--- src/hdl/psm_pkg.sv ---
`default_nettype none
package psm_pkg;
    localparam int unsigned ADDR_W = 12;
    localparam int unsigned DATA_W = 32;

    localparam logic [11:0] PSC_OFF    = 12'h070;
    localparam logic [11:0] UNLOCK_OFF = 12'h074;
    localparam logic [11:0] SYS_OFF    = 12'h078;
    localparam logic [11:0] STATUS_OFF = 12'h07c;

    localparam int unsigned PSC_DEEP_BIT  = 1;
    localparam int unsigned PSC_LIGHT_BIT = 2;
    localparam int unsigned PSC_EXTERNAL_CLOCK_SELECT_BIT = 4;
    localparam int unsigned PSC_STABILIZATION_DIVIDER_SELECT_BIT  = 5;
    localparam int unsigned PSC_MODE_LSB  = 6;
    localparam int unsigned SYS_PROTECTION_ERROR_FLAG_BIT = 4;

    localparam logic [7:0] PSC_RST    = 8'h00;
    localparam logic       PROTECTION_ERROR_FLAG_RST  = 1'b0;
    localparam logic [1:0] CLK_NORMAL = 2'h0;
    localparam logic [1:0] CLK_INHIBIT = 2'h3;

    localparam int unsigned PRE_W      = 9;
    localparam int unsigned DIV_LO     = 256;
    localparam int unsigned DIV_HI     = 512;
    localparam int unsigned TICK_W     = 16;
    localparam int unsigned STAB_TICKS = 256;

    typedef struct packed {
        logic [1:0] clk_mode;
        logic       stabilization_divider_select;
        logic       external_clock_select;
        logic       light;
        logic       deep;
    } psm_psc_s;

    typedef enum logic [2:0] {
        ST_RUN,
        ST_LIGHT,
        ST_DEEP,
        ST_NMI_ACT,
        ST_STAB,
        ST_RST_LOW
    } psm_state_e;
endpackage
`default_nettype wire

--- src/hdl/psm_power_save_ctrl.sv ---
// Behaviour
// - Light sleep gates CPU and system clocks; oscillator keeps running.
// - Setting the light-sleep bit by a store enters light sleep.
// - Light sleep halts execution and peripherals, keeps state, ignores hold.
// - Light sleep ends only on NMI or reset pin.
// - NMI wake services the NMI, unless slept inside the NMI handler.
// - NMI wake uses the ordinary single NMI vector.
// - Reset pin wake runs the ordinary system reset sequence.
// - Deep sleep stops CPU clock, system clock and oscillator.
// - Deep sleep halts execution and peripherals while keeping all state.
// - Stabilization wait follows deep sleep unless bypass and external clock.
// - NMI ending deep sleep is serviced, unless slept inside NMI handler.
// - NMI valid edge ends deep sleep; counter starts on inactive edge.
// - Count done restarts system clock and branches to NMI vector.
// - Deep request with pending NMI wakes at once, waiting if needed.
// - Reset pin fall ends deep sleep; rise restarts via reset vector.
// - Stabilization counter runs at fxx/256 or fxx/512 by select bit.
// - Clock output inhibit holds the clock output pin low.
// - Sleep request bits clear themselves when the mode ends.
// - Control writes need a preceding unlock write; misuse flags error.
// - Clock pin mode 00 is normal, 11 is inhibit, others reserved.
`timescale 1ns/1ps
`default_nettype none
module psm_power_save_ctrl #(
    parameter int unsigned STAB_TICKS = psm_pkg::STAB_TICKS
) (
    input  wire logic        i_clock,
    input  wire logic        i_rst_n,
    input  wire logic        i_psel,
    input  wire logic        i_penable,
    input  wire logic        i_pwrite,
    input  wire logic [11:0] i_paddr,
    input  wire logic [31:0] i_pwdata,
    output var  logic [31:0] o_prdata,
    output var  logic        o_pready,
    output var  logic        o_pslverr,
    input  wire logic        i_nmi_pin,
    input  wire logic        i_nmi_rising_valid,
    input  wire logic        i_reset_pin_n,
    input  wire logic        i_pll_bypass_select,
    input  wire logic        i_in_nmi_handler,
    input  wire logic        i_nmi_accepted,
    input  wire logic        i_other_store,
    input  wire logic        i_bus_hold_request,
    output var  logic        o_cpu_clk_en,
    output var  logic        o_sys_clk_en,
    output var  logic        o_osc_en,
    output var  logic        o_bus_oe,
    output var  logic        o_bus_hold_ack,
    output var  logic        o_clock_output_pin,
    output var  logic        o_nmi_pending,
    output var  logic        o_nmi_service,
    output var  logic        o_sys_reset
);
    psm_pkg::psm_state_e state_reg;
    psm_pkg::psm_state_e state_next;
    psm_pkg::psm_psc_s   psc_reg;
    logic                unlock_reg;
    logic                protection_error_flag_reg;
    logic                nmi_pend_reg;
    logic                in_nmi_reg;

    logic       wr;
    logic       setup;
    logic       psc_wr;
    logic       psc_ok;
    logic       unlock_wr;
    logic       sys_wr;
    logic       other_wr;
    logic       req_deep;
    logic       req_light;
    logic       direct;
    logic       nmi_valid;
    logic       nmi_inactive;
    logic       stab_start;
    logic       stab_done;
    logic       wake_svc;
    logic       rst_req;
    logic       run_next;
    logic       mapped;
    logic [7:0] psc_rd;

    psm_nmi_edge u_edge (
        .i_clock         (i_clock),
        .i_rst_n         (i_rst_n),
        .i_nmi_pin       (i_nmi_pin),
        .i_rising_valid  (i_nmi_rising_valid),
        .o_valid_edge    (nmi_valid),
        .o_inactive_edge (nmi_inactive)
    );

    psm_stab_counter #(
        .TICKS (STAB_TICKS)
    ) u_stab (
        .i_clock      (i_clock),
        .i_rst_n      (i_rst_n),
        .i_start      (stab_start),
        .i_div_select (psc_reg.stabilization_divider_select),
        .o_done       (stab_done)
    );

    // Bus decode; access completes in the first access cycle
    always_comb begin
        setup     = i_psel & ~i_penable;
        wr        = i_psel & i_penable & i_pwrite & o_pready;
        psc_wr    = wr & (i_paddr == psm_pkg::PSC_OFF);
        unlock_wr = wr & (i_paddr == psm_pkg::UNLOCK_OFF);
        sys_wr    = wr & (i_paddr == psm_pkg::SYS_OFF);
        other_wr  = (wr & ~psc_wr & ~unlock_wr) | i_other_store;
        psc_ok    = psc_wr & unlock_reg;
        req_deep  = psc_ok & i_pwdata[psm_pkg::PSC_DEEP_BIT];
        req_light = psc_ok & i_pwdata[psm_pkg::PSC_LIGHT_BIT];
        mapped    = (i_paddr == psm_pkg::PSC_OFF)
                  | (i_paddr == psm_pkg::UNLOCK_OFF)
                  | (i_paddr == psm_pkg::SYS_OFF)
                  | (i_paddr == psm_pkg::STATUS_OFF);
        direct    = i_pll_bypass_select & psc_reg.external_clock_select;
        psc_rd    = {psc_reg.clk_mode, psc_reg.stabilization_divider_select, psc_reg.external_clock_select,
                     1'b0, psc_reg.light, psc_reg.deep, 1'b0};
    end

    // Sleep sequencing
    always_comb begin
        state_next = state_reg;
        wake_svc   = 1'b0;
        rst_req    = 1'b0;
        unique case (state_reg)
            psm_pkg::ST_RUN: begin
                if (req_deep) begin
                    if (nmi_pend_reg) begin
                        state_next = direct ? psm_pkg::ST_RUN
                                            : psm_pkg::ST_STAB;
                    end else begin
                        state_next = psm_pkg::ST_DEEP;
                    end
                end else if (req_light) begin
                    state_next = psm_pkg::ST_LIGHT;
                end
            end
            psm_pkg::ST_LIGHT: begin
                if (!i_reset_pin_n) begin
                    state_next = psm_pkg::ST_RST_LOW;
                end else if (nmi_valid) begin
                    state_next = psm_pkg::ST_RUN;
                    wake_svc   = ~in_nmi_reg;
                end
            end
            psm_pkg::ST_DEEP: begin
                if (!i_reset_pin_n) begin
                    state_next = psm_pkg::ST_RST_LOW;
                end else if (nmi_valid) begin
                    state_next = psm_pkg::ST_NMI_ACT;
                end
            end
            psm_pkg::ST_NMI_ACT: begin
                if (!i_reset_pin_n) begin
                    state_next = psm_pkg::ST_RST_LOW;
                end else if (nmi_inactive) begin
                    if (direct) begin
                        state_next = psm_pkg::ST_RUN;
                        wake_svc   = ~in_nmi_reg;
                    end else begin
                        state_next = psm_pkg::ST_STAB;
                    end
                end
            end
            psm_pkg::ST_STAB: begin
                if (!i_reset_pin_n) begin
                    state_next = psm_pkg::ST_RST_LOW;
                end else if (stab_done) begin
                    state_next = psm_pkg::ST_RUN;
                    wake_svc   = ~in_nmi_reg;
                end
            end
            psm_pkg::ST_RST_LOW: begin
                if (i_reset_pin_n) begin
                    state_next = psm_pkg::ST_RUN;
                    rst_req    = 1'b1;
                end
            end
            default: begin
                state_next = psm_pkg::ST_RUN;
            end
        endcase
        run_next   = state_next == psm_pkg::ST_RUN;
        stab_start = (state_next == psm_pkg::ST_STAB)
                   & (state_reg != psm_pkg::ST_STAB);
    end

    always_ff @(posedge i_clock) begin
        if (!i_rst_n) begin
            state_reg <= psm_pkg::ST_RUN;
        end else begin
            state_reg <= state_next;
        end
    end

    // Control register, written only right after an unlock
    always_ff @(posedge i_clock) begin
        if (!i_rst_n || rst_req) begin
            psc_reg <= psm_pkg::psm_psc_s'(psm_pkg::PSC_RST[5:0]);
        end else if (psc_ok) begin
            psc_reg.clk_mode <= i_pwdata[psm_pkg::PSC_MODE_LSB +: 2];
            psc_reg.stabilization_divider_select     <= i_pwdata[psm_pkg::PSC_STABILIZATION_DIVIDER_SELECT_BIT];
            psc_reg.external_clock_select    <= i_pwdata[psm_pkg::PSC_EXTERNAL_CLOCK_SELECT_BIT];
            psc_reg.deep     <= state_next == psm_pkg::ST_DEEP;
            psc_reg.light    <= state_next == psm_pkg::ST_LIGHT;
        end else if (run_next) begin
            psc_reg.deep  <= 1'b0;
            psc_reg.light <= 1'b0;
        end
    end

    always_ff @(posedge i_clock) begin
        if (!i_rst_n || rst_req) begin
            unlock_reg <= 1'b0;
        end else if (unlock_wr) begin
            unlock_reg <= 1'b1;
        end else if (psc_wr || other_wr) begin
            unlock_reg <= 1'b0;
        end
    end

    // Error set wins over a clearing write in the same cycle
    always_ff @(posedge i_clock) begin
        if (!i_rst_n || rst_req) begin
            protection_error_flag_reg <= psm_pkg::PROTECTION_ERROR_FLAG_RST;
        end else if ((psc_wr && !unlock_reg)
                     || (unlock_reg && other_wr)) begin
            protection_error_flag_reg <= 1'b1;
        end else if (sys_wr && !i_pwdata[psm_pkg::SYS_PROTECTION_ERROR_FLAG_BIT]) begin
            protection_error_flag_reg <= 1'b0;
        end
    end

    // NMI latch; a new edge wins over acceptance
    always_ff @(posedge i_clock) begin
        if (!i_rst_n || rst_req) begin
            nmi_pend_reg <= 1'b0;
        end else if (nmi_valid) begin
            nmi_pend_reg <= 1'b1;
        end else if (i_nmi_accepted) begin
            nmi_pend_reg <= 1'b0;
        end
    end

    always_ff @(posedge i_clock) begin
        if (!i_rst_n) begin
            in_nmi_reg <= 1'b0;
        end else if (state_reg == psm_pkg::ST_RUN) begin
            in_nmi_reg <= i_in_nmi_handler;
        end
    end

    // Clock gates and pin drivers follow the next state
    always_ff @(posedge i_clock) begin
        if (!i_rst_n) begin
            o_cpu_clk_en       <= 1'b1;
            o_sys_clk_en       <= 1'b1;
            o_osc_en           <= 1'b1;
            o_bus_oe           <= 1'b1;
            o_bus_hold_ack     <= 1'b0;
            o_clock_output_pin <= 1'b0;
        end else begin
            o_cpu_clk_en   <= run_next;
            o_sys_clk_en   <= run_next;
            o_osc_en       <= state_next != psm_pkg::ST_DEEP;
            o_bus_oe       <= run_next;
            o_bus_hold_ack <= run_next & i_bus_hold_request;
            if (run_next && psc_reg.clk_mode != psm_pkg::CLK_INHIBIT) begin
                o_clock_output_pin <= ~o_clock_output_pin;
            end else begin
                o_clock_output_pin <= 1'b0;
            end
        end
    end

    always_ff @(posedge i_clock) begin
        if (!i_rst_n) begin
            o_nmi_pending <= 1'b0;
            o_nmi_service <= 1'b0;
            o_sys_reset   <= 1'b0;
        end else begin
            o_nmi_pending <= nmi_pend_reg;
            o_nmi_service <= wake_svc;
            o_sys_reset   <= rst_req;
        end
    end

    // Bus slave: answer prepared in setup cycle
    always_ff @(posedge i_clock) begin
        if (!i_rst_n) begin
            o_pready  <= 1'b0;
            o_pslverr <= 1'b0;
            o_prdata  <= '0;
        end else begin
            o_pready  <= setup;
            o_pslverr <= setup & ~mapped;
            if (setup && !i_pwrite) begin
                unique case (i_paddr)
                    psm_pkg::PSC_OFF: o_prdata <= {24'h0, psc_rd};
                    psm_pkg::SYS_OFF: o_prdata <= {27'h0, protection_error_flag_reg, 4'h0};
                    psm_pkg::STATUS_OFF: begin
                        o_prdata <= {26'h0, in_nmi_reg, nmi_pend_reg,
                                     1'b0, state_reg};
                    end
                    default: o_prdata <= '0;
                endcase
            end
        end
    end
endmodule
`default_nettype wire

--- src/hdl/psm_nmi_edge.sv ---
`timescale 1ns/1ps
`default_nettype none
module psm_nmi_edge (
    input  wire logic i_clock,
    input  wire logic i_rst_n,
    input  wire logic i_nmi_pin,
    input  wire logic i_rising_valid,
    output var  logic o_valid_edge,
    output var  logic o_inactive_edge
);
    logic prev_reg;
    logic primed_reg;
    logic rise;
    logic fall;

    always_ff @(posedge i_clock) begin
        if (!i_rst_n) begin
            prev_reg   <= 1'b0;
            primed_reg <= 1'b0;
        end else begin
            prev_reg   <= i_nmi_pin;
            primed_reg <= 1'b1;
        end
    end

    // No edge is reported before the first sample is held
    always_comb begin
        rise = primed_reg & i_nmi_pin & ~prev_reg;
        fall = primed_reg & ~i_nmi_pin & prev_reg;
        o_valid_edge    = i_rising_valid ? rise : fall;
        o_inactive_edge = i_rising_valid ? fall : rise;
    end
endmodule
`default_nettype wire

--- src/hdl/psm_stab_counter.sv ---
`timescale 1ns/1ps
`default_nettype none
module psm_stab_counter #(
    parameter int unsigned TICKS = psm_pkg::STAB_TICKS
) (
    input  wire logic i_clock,
    input  wire logic i_rst_n,
    input  wire logic i_start,
    input  wire logic i_div_select,
    output var  logic o_done
);
    localparam logic [psm_pkg::PRE_W-1:0] PRE_LO =
        psm_pkg::PRE_W'(psm_pkg::DIV_LO - 1);
    localparam logic [psm_pkg::PRE_W-1:0] PRE_HI =
        psm_pkg::PRE_W'(psm_pkg::DIV_HI - 1);
    localparam logic [psm_pkg::TICK_W-1:0] LAST =
        psm_pkg::TICK_W'(TICKS - 1);

    logic [psm_pkg::PRE_W-1:0]  pre_reg;
    logic [psm_pkg::TICK_W-1:0] cnt_reg;
    logic                       busy_reg;
    logic                       sel_reg;
    logic                       tick;

    // One-cycle enable at fxx/256 or fxx/512
    assign tick = busy_reg & (pre_reg == (sel_reg ? PRE_HI : PRE_LO));

    always_ff @(posedge i_clock) begin
        if (!i_rst_n) begin
            pre_reg  <= '0;
            cnt_reg  <= '0;
            busy_reg <= 1'b0;
            sel_reg  <= 1'b0;
            o_done   <= 1'b0;
        end else if (i_start) begin
            pre_reg  <= '0;
            cnt_reg  <= '0;
            busy_reg <= 1'b1;
            sel_reg  <= i_div_select;
            o_done   <= 1'b0;
        end else begin
            o_done <= 1'b0;
            if (tick) begin
                pre_reg <= '0;
                cnt_reg <= cnt_reg + 1'b1;
                if (cnt_reg == LAST) begin
                    busy_reg <= 1'b0;
                    o_done   <= 1'b1;
                end
            end else if (busy_reg) begin
                pre_reg <= pre_reg + 1'b1;
            end
        end
    end
endmodule
`default_nettype wire

--- config.mk ---
export PLATFORM = sky130hd
export DESIGN_NAME = psm_power_save_ctrl
export DESIGN_NICKNAME = d
export VERILOG_FILES = /design/src/hdl/psm_pkg.sv /design/src/hdl/psm_power_save_ctrl.sv /design/src/hdl/psm_nmi_edge.sv /design/src/hdl/psm_stab_counter.sv
export SDC_FILE = /design/constraint.sdc
export NUM_CORES = 1
export LEC_CHECK = 0
export ABC_AREA = 0
export BUFFER_PORTS_ARGS = -buffer_cell sky130_fd_sc_hd__clkbuf_2
export CAP_MARGIN = 30
export CORE_MARGIN = 3
export CORE_UTILIZATION = 45
export CTS_CLUSTER_DIAMETER = 200
export DETAILED_ROUTE_END_ITERATION = 10
export PLACE_DENSITY = 0.75
export REMOVE_ABC_BUFFERS = 1
export SLEW_MARGIN = 20
export SYNTH_ARGS = -nofsm -noshare
export SYNTH_HDL_FRONTEND = slang
export SYNTH_SLANG_ARGS = --single-unit
--- constraint.sdc ---
create_clock -name i_clock -period 2.15 [get_ports i_clock]
set_input_delay 0.43 -clock i_clock [delete_from_list [all_inputs] [get_ports i_clock]]
set_output_delay 0.43 -clock i_clock [all_outputs]
set_load 0.01 [all_outputs]
==> impl_metrics.yaml <==
setup_path:
  end_kind: "register"
  critPathMaxFanout: 7
  startpoint_type: "register"
  cp_slowest_cell: "or4_4"
  crit_chain: "and4_4 > nand4_1 > or4_4 > a221oi_4 > buf_6 > o311ai_2 > nor3_2"
  required_ns: 2.43
  worstSetupPathType: "register to register"
  critPathArrivalTime_ns: 2.35
  max_stage_delay_ns: 0.53
drt:
  avgViaCountPerCell: 5.21
  drt-pass1-iter-count: 4
  drcViolationCount: 0
  routed_wl_um: 6640
  routedWlPerCell_um: 13.5
  antenna_left: 0
  vias: 2557
  drt_iter0_drc: 154
logic_synthesis:
  async_flop_share: 0
  synth_top_flop_cell: "dfxtp_1"
  netlist_instances: 334
  synthMuxAreaShare: 0.0278
  netlist_area_um2: 2920
  ys_ff_latch: 59
  synthAdderAreaFrac: 0.00857
  ys_types: 58
  yosys.area_share.simple: 0.281
  synth_edf_count: 0
  ys_warn_count: 0
  ys_seq_area_frac: 0.404
  synth-xor-area-share: 0.0690
  synth_top_family_by_area: "simple AND/OR/NAND/NOR gates"
  synth_compound_area_frac: 0.114
  syn_avg_cell_area_um2: 8.74
sta:
  slew_viol_final: 0
  skew_ns: 0.00697
  min_period_ns: 2.07
  period_share: 0.965
  fmax_ghz: 0.482
  setup_viol: 0
  finalHoldViolCount: 0
floorplan:
  die-width_um: 86.6
  dieHeight_um: 86.6
  start_util: 0.479
  io_pins: 100
  die_area_um2: 7490
  core_um2: 6100
  fp-row-count: 28
placement:
  port_buffers: 48
  gp_congestion: 0.854
  hpwl_um: 4640
grt:
  antenna_found_initial: 0
  grt_max_degree: 27
  grt_pass1_vias: 2389
  grt-ovfl-total: 0
  grt_pass1_wl_um: 10600
  grtUsageTotal: 0.178
finish:
  n_antenna_cell: 0
  drive_gt1_frac: 0.303
  largest_register_ffs: 16
  area_delta_synth_final_pct: 24.6
  fin_nets: 470
  final_core_util: 0.597
run:
  maxCapViolations: 0
pwr:
  power_leakage_nw: 1.47
  power_density_nw_per_um2: 617
  vdd_drop_max_uv: 480
  fin_total_pwr_mw: 2.25
cts:
  clkSinkCount: 59
  cts_buffers: 9
  cts_tree: "done"
  clkTransAtPathRegs_ns: 0.07
  cts_root_buffer: "clkbuf_8"
  clock_path_buffers: 2
  insertion_delay_ns: 0.34
  cts_max_level: 3
worst_hold_path:
  hp-class: "primary input to register"
outcome:
  outcome: "complete, no violations"
==> timing repair <==
| action | 4_1_cts | 5_1_grt |
|---|---|---|
| cloned | 0 | 2 |
| hold buffers | 0 | 0 |
| pin swaps | 0 | 3 |
| gates resized for setup | 0 | 18 |
| setup buffers | 2 | 4 |
| endpoints found under the hold margin | 0 | 0 |
| setup endpoints to repair | 2 | 33 |
==> final timing paths <==
check / startpoint / endpoint / slack [ns] / cells past startpoint
worst max-delay path: o_pready$_SDFF_PN0_ / psc_rd[2]$_SDFFE_PP0P_ / 0.08 / 7
worst min-delay path: i_pwdata[7] / psc_rd[7]$_SDFFE_PP0N_ / 0.31 / 3
worst max register to register: o_pready$_SDFF_PN0_ / psc_rd[2]$_SDFFE_PP0P_ / 0.08 / 7
worst min register to register: o_prdata[0]$_SDFFE_PN0P_ / o_prdata[0]$_SDFFE_PN0P_ / 0.45 / 2
==> area by class of cell <==
type | instances | area [um2]
multi-input combinational | 256 | 1630
sequential | 59 | 1180
inverter | 3 | 11.3
clock buffer | 9 | 124
clock inverter | 7 | 68.8
timing repair buffer | 82 | 533
fill | 544 | 2460
tap | 75 | 93.8
==> layer usage <==
layer,share of wire,global-route usage,up-vias
li1,-,-,1281
met1,0.41,0.199,1186
met2,0.51,0.312,76
met3,0.063,0.0675,14
met4,0.018,0.0581,0
met5,0,0,-
==> synth_stat cells (all sizes together) (2+ instances only) <==
library cell / n / area, um2
nand3: 11 / 55.1
nor3: 13 / 70.1
a41o: 2 / 21.3
nand3b: 5 / 41.3
a21oi: 14 / 70.1
a22o: 3 / 26.3
inv: 3 / 11.3
mux2i: 7 / 70.1
and4bb: 2 / 25.0
nor3b: 2 / 15.0
o21ai: 8 / 43.8
ha: 2 / 25.0
nor2: 43 / 164
dfxtp: 59 / 1180
or3b: 2 / 17.5
and3: 4 / 25.0
o311ai: 2 / 25.0
xnor2: 13 / 114
nand2: 30 / 113
nand2b: 4 / 25.0
and2: 6 / 38.8
o21a: 5 / 37.5
nand4: 12 / 75.1
clkbuf: 8 / 30.0
nor4: 7 / 58.8
xor2: 10 / 87.6
buf: 32 / 233
nand4b: 3 / 26.3
nor2b: 2 / 12.5
==> placed cells by master, fill, tap and decap left out, types with 3 or more instances in the layout <==
master     n
nand3_1   10
nand3b_1   4
nor2_1    42
dfxtp_1   57
nor3_1    12
conb_1    25
a22o_1     3
clkbuf_8   9
nand2_1   30
and2_1     5
nand4b_1   3
nand2b_1   4
inv_1      3
mux2i_1    7
buf_4     30
nand4_1   12
o21a_1     5
clkinv_2   3
xor2_1    10
o21ai_0    6
and3_1     4
nor4_1     4
a21oi_1   14
clkbuf_2  48
xnor2_1   13
==> worst max-delay path, delay by kind of cell, from the launching register on <==
kind,cells,cell delay (ns)
buf+inv,1,0.16
flops,1,0.35
simple gates,4,1.10
compound gates,2,0.39
==> where the power goes <==
part,switching [mW],internal (mW)
clock network,0.459,0.529
registers,0.00563,1.10
logic,0.0862,0.0644
==> metrics by stage <==
step / std cells / cell area (um2) / setup slack (ns) / hold WS [ns] / setup TNS, ns
CTS: 485 / 3500 / 0.00296 / 0.305 / 0
detailed placement: 467 / 3300 / -0.234 / 0.447 / -4.98
global route: 491 / 3640 / -0.00960 / 0.324 / -0.00960
global placement: 467 / 3300 / -0.177 / 0.441 / -4.33
finish: 491 / 3640 / 0.0753 / 0.313 / 0
floorplan: 318 / 2750 / -0.737 / 0.421 / -10.62
==> logic make-up (layout without fill, tap and decap cells) <==
kind of cell    after synthesis  count (layout)
mux                           8               8
other cells                   1              25
simple gates                153             153
flops                        59              59
fa+ha+maj                     2               2
buf+inv                      43             101
compound gates               45              45
xor+xnor                     23              23
No activity file was read; power rests on OpenSTA's default activity.
